===== src/design/mb_resp_pkg.sv =====
// constants and types shared by the frame checker and response builder
package mb_resp_pkg;
   // checksum arithmetic
   localparam logic [15:0] CRC_INIT = 16'hFFFF;   // all ones at frame start
   localparam logic [15:0] CRC_POLY = 16'hA001;   // reflected polynomial
   // frame geometry
   localparam logic [8:0] MAX_LEN = 9'h100;       // longest legal frame
   localparam logic [8:0] MIN_LEN = 9'h004;       // addr, func, two checks
   localparam logic [7:0] BCAST_ADDR = 8'h00;     // address of every slave
   // exception encoding
   localparam logic [7:0] EXC_OFFSET = 8'h80;     // added to the func code
   localparam logic [7:0] EXC_BAD_FUNC = 8'h01;   // unsupported func code
   // supported function codes
   localparam logic [7:0] FC_RD_HOLD = 8'h03;
   localparam logic [7:0] FC_WR_ONE = 8'h06;
   localparam logic [7:0] FC_DIAG = 8'h08;
   localparam logic [7:0] FC_WR_MULTI = 8'h10;
   // parity setting encodings
   localparam logic [1:0] PAR_NONE = 2'h0;
   localparam logic [1:0] PAR_EVEN = 2'h1;
   localparam logic [1:0] PAR_ODD = 2'h2;
   // main sequencer states
   typedef enum logic [2:0] {
      ST_RX, ST_EXEC, ST_TX_ADDR, ST_TX_FUNC, ST_TX_BODY, ST_TX_CRCL,
      ST_TX_CRCH
   } resp_state_t;
endpackage


===== src/design/crc_if.sv =====
// carrier between the sequencer and a checksum unit
`timescale 1ns/1ps
interface crc_if (
   input wire logic clk,
   input wire logic resetn
);
   logic clr;          // restart at the initial value
   logic en;           // fold one byte in
   logic [7:0] data;   // byte to fold
   logic [15:0] crc;   // running checksum
   modport unit (input clk, resetn, clr, en, data, output crc);
   modport user (output clr, en, data, input crc);
endinterface // crc_if


===== src/design/mb_rtu_resp.sv =====
// slave frame checker and response builder for the serial field bus
`timescale 1ns/1ps
module mb_rtu_resp
   import mb_resp_pkg::*;
(
   // clock and reset
   input wire logic i_clk_sys,
   input wire logic i_resetn,
   // configuration
   input wire logic [7:0] i_node_addr,
   input wire logic [1:0] i_cfg_parity,
   // received characters from the serial receiver
   input wire logic i_rx_valid,
   input wire logic [7:0] i_rx_data,
   input wire logic i_rx_parity,
   input wire logic i_rx_stop,
   input wire logic i_frame_end,
   // execution handshake with the application
   output logic o_exec_req,
   output logic [7:0] o_exec_func,
   output logic o_exec_bcast,
   output logic [8:0] o_exec_len,
   input wire logic i_exec_done,
   input wire logic i_exec_ok,
   input wire logic [7:0] i_exec_code,
   // stored query read port
   input wire logic [7:0] i_q_idx,
   output logic [7:0] o_q_data,
   // response payload pull
   output logic o_rsp_pop,
   input wire logic i_rsp_valid,
   input wire logic [7:0] i_rsp_data,
   input wire logic i_rsp_last,
   // bytes to the serial transmitter
   output logic o_tx_valid,
   output logic [7:0] o_tx_data,
   input wire logic i_tx_ready,
   // per-frame error pulses
   output logic o_err_framing,
   output logic o_err_parity,
   output logic o_err_crc,
   output logic o_err_length
);
   ////////////////////////////////////////////////////////////////////////
   // checksum units
   crc_if rxc (.clk(i_clk_sys), .resetn(i_resetn));  // query checksum
   crc_if txc (.clk(i_clk_sys), .resetn(i_resetn));  // reply checksum
   crc16_unit u_rx_crc (.p(rxc));
   crc16_unit u_tx_crc (.p(txc));

   ////////////////////////////////////////////////////////////////////////
   // state
   resp_state_t st_r, st_nxt;                  // sequencer
   logic [8:0] cnt_r, cnt_nxt;                 // bytes in this frame
   logic fe_r, fe_nxt, pe_r, pe_nxt;           // sticky char errors
   logic le_r, le_nxt;                         // sticky length error
   logic [15:0] hist1_r, hist1_nxt;            // crc before last byte
   logic [15:0] hist2_r, hist2_nxt;            // crc before last two
   logic [7:0] last1_r, last1_nxt;             // newest byte
   logic [7:0] last2_r, last2_nxt;             // byte before newest
   logic [7:0] addr_r, addr_nxt;               // query address byte
   logic [7:0] func_r, func_nxt;               // query function code
   logic bcast_r, bcast_nxt;                   // query was broadcast
   logic exc_r, exc_nxt;                       // replying with exception
   logic [7:0] code_r, code_nxt;               // exception reason
   logic pend_r, pend_nxt;                     // payload byte requested
   logic lastb_r, lastb_nxt;                   // body byte is the last
   logic tx_valid_r, tx_valid_nxt;
   logic [7:0] tx_data_r, tx_data_nxt;
   logic pop_r, pop_nxt;
   logic exec_r, exec_nxt;
   logic [8:0] len_r, len_nxt;
   logic efr_r, efr_nxt, epa_r, epa_nxt;       // error pulses
   logic ecr_r, ecr_nxt, ele_r, ele_nxt;
   logic [7:0] q_data_r;                       // stored query read data
   logic [7:0] mem [0:255];                    // query bytes

   ////////////////////////////////////////////////////////////////////////
   // helpers
   logic take;       // byte accepted into this frame
   logic par_bad;    // parity disagrees with setting
   logic hs;         // transmit handshake
   logic supported;  // function code known
   logic addr_hit;   // addressed to us or broadcast
   logic crc_bad;    // trailing checksum mismatch
   logic drop_addr;  // clean frame for another node

   assign take = (st_r == ST_RX) && i_rx_valid;
   assign hs = tx_valid_r && i_tx_ready;
   assign supported = (func_r == FC_RD_HOLD) || (func_r == FC_WR_ONE) ||
                      (func_r == FC_DIAG) || (func_r == FC_WR_MULTI);
   assign addr_hit = (addr_r == i_node_addr) || (addr_r == BCAST_ADDR);
   // checksum field is low byte then high byte
   assign crc_bad = ({last1_r, last2_r} != hist2_r) || (cnt_r < MIN_LEN);
   assign drop_addr = (st_r == ST_RX) && i_frame_end && !fe_r && !pe_r &&
                      !le_r && !crc_bad && !addr_hit;

   // parity: even wants an even count of ones over data and parity
   always_comb begin
      case (i_cfg_parity)
         PAR_EVEN: par_bad = ^{i_rx_data, i_rx_parity};
         PAR_ODD: par_bad = ~(^{i_rx_data, i_rx_parity});
         default: par_bad = 1'b0;
      endcase
   end

   // checksum unit hookup: bytes past the limit are not folded in
   assign rxc.clr = (st_r == ST_RX) && i_frame_end;
   assign rxc.en = take && (cnt_r < MAX_LEN);
   assign rxc.data = i_rx_data;
   assign txc.clr = (st_r == ST_RX) || (st_r == ST_EXEC);
   assign txc.en = hs && ((st_r == ST_TX_ADDR) || (st_r == ST_TX_FUNC) ||
                          (st_r == ST_TX_BODY));
   assign txc.data = tx_data_r;

   ////////////////////////////////////////////////////////////////////////
   // query store; one-cycle read latency on the application port
   always_ff @(posedge i_clk_sys) begin
      if (rxc.en) begin
         mem[cnt_r[7:0]] <= i_rx_data;
      end
      q_data_r <= mem[i_q_idx];
   end

   ////////////////////////////////////////////////////////////////////////
   // next-state logic for receive, decision and transmit
   always_comb begin
      st_nxt = st_r;
      cnt_nxt = cnt_r;
      fe_nxt = fe_r;
      pe_nxt = pe_r;
      le_nxt = le_r;
      hist1_nxt = hist1_r;
      hist2_nxt = hist2_r;
      last1_nxt = last1_r;
      last2_nxt = last2_r;
      addr_nxt = addr_r;
      func_nxt = func_r;
      bcast_nxt = bcast_r;
      exc_nxt = exc_r;
      code_nxt = code_r;
      pend_nxt = pend_r;
      lastb_nxt = lastb_r;
      tx_valid_nxt = tx_valid_r;
      tx_data_nxt = tx_data_r;
      pop_nxt = 1'b0;
      exec_nxt = 1'b0;
      len_nxt = len_r;
      efr_nxt = 1'b0;
      epa_nxt = 1'b0;
      ecr_nxt = 1'b0;
      ele_nxt = 1'b0;
      case (st_r)
         ST_RX: begin
            if (i_frame_end) begin
               // the gap closes the frame; judge it now
               efr_nxt = fe_r;
               epa_nxt = pe_r;
               ele_nxt = le_r;
               ecr_nxt = crc_bad && !fe_r && !pe_r && !le_r;
               bcast_nxt = (addr_r == BCAST_ADDR);
               len_nxt = cnt_r;
               if (fe_r || pe_r || le_r || crc_bad || !addr_hit) begin
                  st_nxt = ST_RX;
               end else if (!supported) begin
                  // broadcasts are never answered, even in error
                  exc_nxt = 1'b1;
                  code_nxt = EXC_BAD_FUNC;
                  st_nxt = bcast_nxt ? ST_RX : ST_TX_ADDR;
               end else begin
                  exc_nxt = 1'b0;
                  exec_nxt = 1'b1;
                  st_nxt = ST_EXEC;
               end
               cnt_nxt = 9'h000;
               fe_nxt = 1'b0;
               pe_nxt = 1'b0;
               le_nxt = 1'b0;
               hist1_nxt = CRC_INIT;
               hist2_nxt = CRC_INIT;
            end else if (take) begin
               if (!i_rx_stop) begin
                  fe_nxt = 1'b1;
               end
               if (par_bad) begin
                  pe_nxt = 1'b1;
               end
               if (cnt_r == MAX_LEN) begin
                  le_nxt = 1'b1;
               end else begin
                  cnt_nxt = cnt_r + 9'h001;
                  hist1_nxt = rxc.crc;
                  hist2_nxt = hist1_r;
                  last1_nxt = i_rx_data;
                  last2_nxt = last1_r;
                  if (cnt_r == 9'h000) begin
                     addr_nxt = i_rx_data;
                  end
                  if (cnt_r == 9'h001) begin
                     func_nxt = i_rx_data;
                  end
               end
            end
         end
         ST_EXEC: begin
            if (i_exec_done) begin
               exc_nxt = !i_exec_ok;
               code_nxt = i_exec_code;
               st_nxt = bcast_r ? ST_RX : ST_TX_ADDR;
            end
         end
         ST_TX_ADDR: begin
            // reply opens with our own address
            if (!tx_valid_r) begin
               tx_valid_nxt = 1'b1;
               tx_data_nxt = addr_r;
            end else if (hs) begin
               tx_valid_nxt = 1'b0;
               st_nxt = ST_TX_FUNC;
            end
         end
         ST_TX_FUNC: begin
            if (!tx_valid_r) begin
               tx_valid_nxt = 1'b1;
               tx_data_nxt = exc_r ? func_r + EXC_OFFSET : func_r;
            end else if (hs) begin
               tx_valid_nxt = 1'b0;
               pend_nxt = 1'b0;
               st_nxt = ST_TX_BODY;
            end
         end
         ST_TX_BODY: begin
            if (!tx_valid_r) begin
               if (exc_r) begin
                  tx_valid_nxt = 1'b1;
                  tx_data_nxt = code_r;
                  lastb_nxt = 1'b1;
               end else if (!pend_r) begin
                  pop_nxt = 1'b1;
                  pend_nxt = 1'b1;
               end else if (i_rsp_valid) begin
                  tx_valid_nxt = 1'b1;
                  tx_data_nxt = i_rsp_data;
                  lastb_nxt = i_rsp_last;
                  pend_nxt = 1'b0;
               end
            end else if (hs) begin
               tx_valid_nxt = 1'b0;
               st_nxt = lastb_r ? ST_TX_CRCL : ST_TX_BODY;
            end
         end
         ST_TX_CRCL: begin
            if (!tx_valid_r) begin
               tx_valid_nxt = 1'b1;
               tx_data_nxt = txc.crc[7:0];
            end else if (hs) begin
               tx_valid_nxt = 1'b0;
               st_nxt = ST_TX_CRCH;
            end
         end
         ST_TX_CRCH: begin
            if (!tx_valid_r) begin
               tx_valid_nxt = 1'b1;
               tx_data_nxt = txc.crc[15:8];
            end else if (hs) begin
               tx_valid_nxt = 1'b0;
               st_nxt = ST_RX;
            end
         end
         default: begin
            st_nxt = ST_RX;
         end
      endcase
   end

   ////////////////////////////////////////////////////////////////////////
   // registers only
   always_ff @(posedge i_clk_sys) begin
      if (!i_resetn) begin
         st_r <= ST_RX;
         cnt_r <= 9'h000;
         fe_r <= 1'b0;
         pe_r <= 1'b0;
         le_r <= 1'b0;
         hist1_r <= CRC_INIT;
         hist2_r <= CRC_INIT;
         last1_r <= 8'h00;
         last2_r <= 8'h00;
         addr_r <= 8'h00;
         func_r <= 8'h00;
         bcast_r <= 1'b0;
         exc_r <= 1'b0;
         code_r <= 8'h00;
         pend_r <= 1'b0;
         lastb_r <= 1'b0;
         tx_valid_r <= 1'b0;
         tx_data_r <= 8'h00;
         pop_r <= 1'b0;
         exec_r <= 1'b0;
         len_r <= 9'h000;
         efr_r <= 1'b0;
         epa_r <= 1'b0;
         ecr_r <= 1'b0;
         ele_r <= 1'b0;
      end else begin
         st_r <= st_nxt;
         cnt_r <= cnt_nxt;
         fe_r <= fe_nxt;
         pe_r <= pe_nxt;
         le_r <= le_nxt;
         hist1_r <= hist1_nxt;
         hist2_r <= hist2_nxt;
         last1_r <= last1_nxt;
         last2_r <= last2_nxt;
         addr_r <= addr_nxt;
         func_r <= func_nxt;
         bcast_r <= bcast_nxt;
         exc_r <= exc_nxt;
         code_r <= code_nxt;
         pend_r <= pend_nxt;
         lastb_r <= lastb_nxt;
         tx_valid_r <= tx_valid_nxt;
         tx_data_r <= tx_data_nxt;
         pop_r <= pop_nxt;
         exec_r <= exec_nxt;
         len_r <= len_nxt;
         efr_r <= efr_nxt;
         epa_r <= epa_nxt;
         ecr_r <= ecr_nxt;
         ele_r <= ele_nxt;
      end
   end

   // outputs straight from flops
   assign o_exec_req = exec_r;
   assign o_exec_func = func_r;
   assign o_exec_bcast = bcast_r;
   assign o_exec_len = len_r;
   assign o_q_data = q_data_r;
   assign o_rsp_pop = pop_r;
   assign o_tx_valid = tx_valid_r;
   assign o_tx_data = tx_data_r;
   assign o_err_framing = efr_r;
   assign o_err_parity = epa_r;
   assign o_err_crc = ecr_r;
   assign o_err_length = ele_r;
endmodule // mb_rtu_resp


===== src/design/crc16_unit.sv =====
// byte-wide running checksum register
`timescale 1ns/1ps
module crc16_unit
   import mb_resp_pkg::*;
(
   crc_if.unit p
);
   logic [15:0] crc_nxt;  // value after this cycle

   // one byte per cycle: xor low end, then eight conditional shifts
   always_comb begin
      crc_nxt = p.crc;
      if (p.clr) begin
         crc_nxt = CRC_INIT;
      end else if (p.en) begin
         crc_nxt = p.crc ^ {8'h00, p.data};
         for (int i = 0; i < 8; i++) begin
            if (crc_nxt[0]) begin
               crc_nxt = (crc_nxt >> 1) ^ CRC_POLY;
            end else begin
               crc_nxt = crc_nxt >> 1;
            end
         end
      end
   end

   // register only
   always_ff @(posedge p.clk) begin
      if (!p.resetn) begin
         p.crc <= CRC_INIT;
      end else begin
         p.crc <= crc_nxt;
      end
   end
endmodule // crc16_unit


===== config.mk =====
export PLATFORM = sky130hd
export DESIGN_NAME = mb_rtu_resp
export DESIGN_NICKNAME = d
export VERILOG_FILES = /design/src/design/mb_resp_pkg.sv /design/src/design/crc_if.sv /design/src/design/mb_rtu_resp.sv /design/src/design/crc16_unit.sv
export SDC_FILE = /design/constraint.sdc
export NUM_CORES = 2
export LEC_CHECK = 0
export BUFFER_PORTS_ARGS = -buffer_cell sky130_fd_sc_hd__buf_2
export CAP_MARGIN = 20
export CORE_UTILIZATION = 45
export DETAILED_ROUTE_END_ITERATION = 12
export PLACE_DENSITY = 0.66
export SKIP_CTS_REPAIR_TIMING = 1
export SLEW_MARGIN = 20
export SYNTH_ARGS = -nofsm -noshare
export SYNTH_HDL_FRONTEND = slang
export SYNTH_SLANG_ARGS = --single-unit

===== constraint.sdc =====
create_clock -name i_clk_sys -period 2.9 [get_ports i_clk_sys]
set_input_delay 0.58 -clock i_clk_sys [delete_from_list [all_inputs] [get_ports i_clk_sys]]
set_output_delay 0.58 -clock i_clk_sys [all_outputs]
set_load 0.01 [all_outputs]

==> flow_summary.json <==
{
  "synth.avg_cell_area_um2": 19.1,
  "crit_type": "in -> reg",
  "worstReg2RegEnd": "o_q_data[6]",
  "ys.flop_type": "edfxtp_1",
  "routed-via-count": 47100,
  "dr.pass1.iters": 6,
  "yosysSeqAreaShare": 0.749,
  "endpoint_kind": "flop",
  "antenna_found_initial": 10,
  "critPathLaunch": "i_q_idx[0]",
  "power_mw": 66.1,
  "syn_area_um2": 86300,
  "grt_max_degree": 159,
  "synth-compound-area-share": 0.0430,
  "drive_gt1_frac": 0.301,
  "start_kind": "primary input",
  "synth_largest_area_cell": "edfxtp_1",
  "setup_tns_ps": 0,
  "synth_area_leaders": "edfxtp_1 (71%), mux4_2 (12%), dfxtp_1 (3.6%)",
  "grt_setup_unrepaired": "no",
  "synth_common_cells": "edfxtp_1 (2,048), mux4_2 (468), nor2_1 (322), nand2_1 (263), mux2i_1 (161)",
  "synth_top_family_by_area": "multiplexers",
  "htree_levels": 4,
  "drv_slew": 0,
  "min_period_over_period": 0.966,
  "synth_fa_ha_area_frac": 0.000580,
  "start_util": 0.454,
  "num_rows": 160,
  "crit_fanout": 10,
  "io_pins": 94,
  "cp.required_ps": 3590,
  "leakagePower_nw": 33.8,
  "drv_cap": 0,
  "cts_tree": "done",
  "nNetsFinal": 5348,
  "timing.slew.headroom": 0.198,
  "cp-endpoint": "o_q_data[6]",
  "worst_pin_slew_ps": 1190,
  "cts.sinks": 2203,
  "avgRoutedWirePerCell_um": 28.2,
  "setup_viol": 0,
  "cpLargestDelayFamily": "simple AND/OR/NAND/NOR gates",
  "finalCoreUtilization": 0.537,
  "fin_hold_ws_ps": 10.0,
  "drc_errors": 0,
  "yosysMostFrequentCell": "edfxtp_1",
  "overflow": 0,
  "crit_arrival_ps": 3490,
  "synth-seq-cells": 2203,
  "grt_pass1_vias": 46900,
  "clkLatencyLatePin_ps": 870,
  "synth_warnings": 0,
  "synth-async-reset-ratio": 0,
  "r2r_cells": 5,
  "synthSimpleGateAreaFrac": 0.0373,
  "hold_class": "in -> reg",
  "ir_drop_mv": 0.728,
  "hold_viol": 0,
  "first_iter_violations": 5691,
  "routed_via_density": 5.90,
  "min_path_cells": 3,
  "grt_pass1_wl_mm": 327,
  "core_area_um2": 190000,
  "cp_slowest_cell": "nor4_1",
  "gr-usage-all-layers": 0.235,
  "root_buffer": "clkbuf_16",
  "die_area_um2": 193000,
  "yosysUniqueCellTypes": 73,
  "synthCells": 4510,
  "clock_path_buffers": 3,
  "period_needed_ps": 2800,
  "synth_edf_count": 2048,
  "synth.area.mux_share": 0.143,
  "rrSetupSlack_ps": 290,
  "slowest_delay_ps": 950,
  "path_depth": 9,
  "r2r_start": "mem[235][6]",
  "skew_ps": 57.6,
  "status": "finished, final reports clean",
  "clk_pin_slew_worst_paths_ps": 60,
  "hp-start": "i_exec_code[0]",
  "die_w_um": 440,
  "synthXorXnorAreaFrac": 0.00853,
  "fmax_ghz": 0.357,
  "drt-total-wl_mm": 226,
  "crit_buf_inv": 4,
  "p_per_area_nw_per_um2": 648,
  "synth_top_area_frac": 0.713,
  "synth_nets": 4567,
  "area_delta_synth_final_pct": 18.4,
  "numCtsBuffers": 215,
  "ant_nets": 0,
  "dp_hpwl_mm": 145,
  "die_y_um": 440,
  "gp_congestion": 0.890,
  "path_cells": "buf_8 > buf_12 > buf_4 > buf_4 > mux4_2 > a22oi_1 > a21oi_1 > nor4_1 > nor4_1",
  "portBuffers": 93
}
## how the worst min path moves through the flow
stage / endpoint / slack [ps]
after floorplan: code_r[1] / 440
after global placement: hist2_r[7] / 450
after detailed placement: o_exec_len[0] / 460
after CTS: code_r[3] / -110
after global routing: last1_r[0] / 20
final: code_r[0] / 10
## per-stage QoR
stage,instance area (um^2),worst slack [ps],instances
after CTS,102000,259,7979
after global routing,102000,47.5,7988
after floorplan,86300,325,4510
after detailed placement,95100,-682,7578
after global placement,95100,-846,7577
final,102000,99.1,7993
## power breakdown
group	switching [mW]	internal (mW)	leakage [nW]	total, mW
Sequential	0.112	34.8	19.7	34.9
Clock	11.9	15.7	3.38	27.5
Combinational	2.22	1.55	10.8	3.77
## metal layers
layer | wire length, um | vias up | share of wire | track usage
met5 | 41 | - | 0.00018 | 0
met4 | 7110 | 6 | 0.032 | 0.0763
met3 | 19500 | 355 | 0.086 | 0.0391
met2 | 111000 | 2315 | 0.49 | 0.383
met1 | 88500 | 24500 | 0.39 | 0.323
li1 | - | 19900 | - | -
## layout by cell type, fill, tap and decap left out, types with 7 or more instances in the layout
master / Yosys / routed
edfxtp_1: 2048 / 2048
buf_4: 25 / 653
mux4_2: 468 / 468
nor2_1: 322 / 314
nand2_1: 263 / 261
clkbuf_16: 0 / 219
mux2i_1: 161 / 161
dfxtp_1: 155 / 155
a21oi_1: 123 / 123
a22oi_1: 92 / 92
buf_12: 1 / 83
buf_2: 55 / 81
o22ai_1: 64 / 64
o221ai_1: 59 / 59
clkinv_1: 3 / 52
clkbuf_1: 142 / 48
xnor2_1: 45 / 45
a21boi_0: 43 / 43
xor2_1: 39 / 39
clkinv_2: 0 / 36
nand3_1: 39 / 35
o21ai_0: 34 / 34
o211ai_1: 27 / 27
nor3_1: 25 / 23
a22o_1: 22 / 22
bufinv_16: 0 / 20
mux2_2: 19 / 19
nor2b_1: 19 / 18
a221oi_1: 15 / 15
and3_1: 14 / 14
nand2b_1: 13 / 12
a211oi_1: 12 / 12
nor4_1: 12 / 12
and2_1: 11 / 11
inv_1: 11 / 10
buf_8: 11 / 10
diode_2: 0 / 7
clkinvlp_4: 0 / 7
dlygate4sd3_1: 0 / 7
## logic make-up after synthesis
logic type,Yosys count
AOI/OAI and AO/OA,535
xor gates and xnor gates,84
adders and majority gates,4
buffers and inverters,285
DFF,2203
muxes,648
and+or+nand+nor,751
## final cells by class
type / instances / area (um^2)
diodes: 7 / 17.5
clock buffers: 269 / 5680
clock inverters: 132 / 1270
fillers: 14600 / 88100
inverters: 15 / 56.3
multi-input cells: 2022 / 20200
flip-flops and latches: 2203 / 64600
well taps: 2511 / 3140
repair buffers: 834 / 7190
## state kept, by name, indices dropped and copies added, names as in the netlist, 9 cells and up
register	flops
cnt_r	9
hist1_r	16
hist2_r	16
mem	2048
o_exec_len	9
u_rx_crc.p.crc	16
u_tx_crc.p.crc	16
## tightest hold or removal path: cells and delay by family
kind            cells  cell delay [ps]
simple gates        1               80
compound gates      1               90
buf+inv             1               80
No activity file was read; power rests on OpenSTA's default activity.
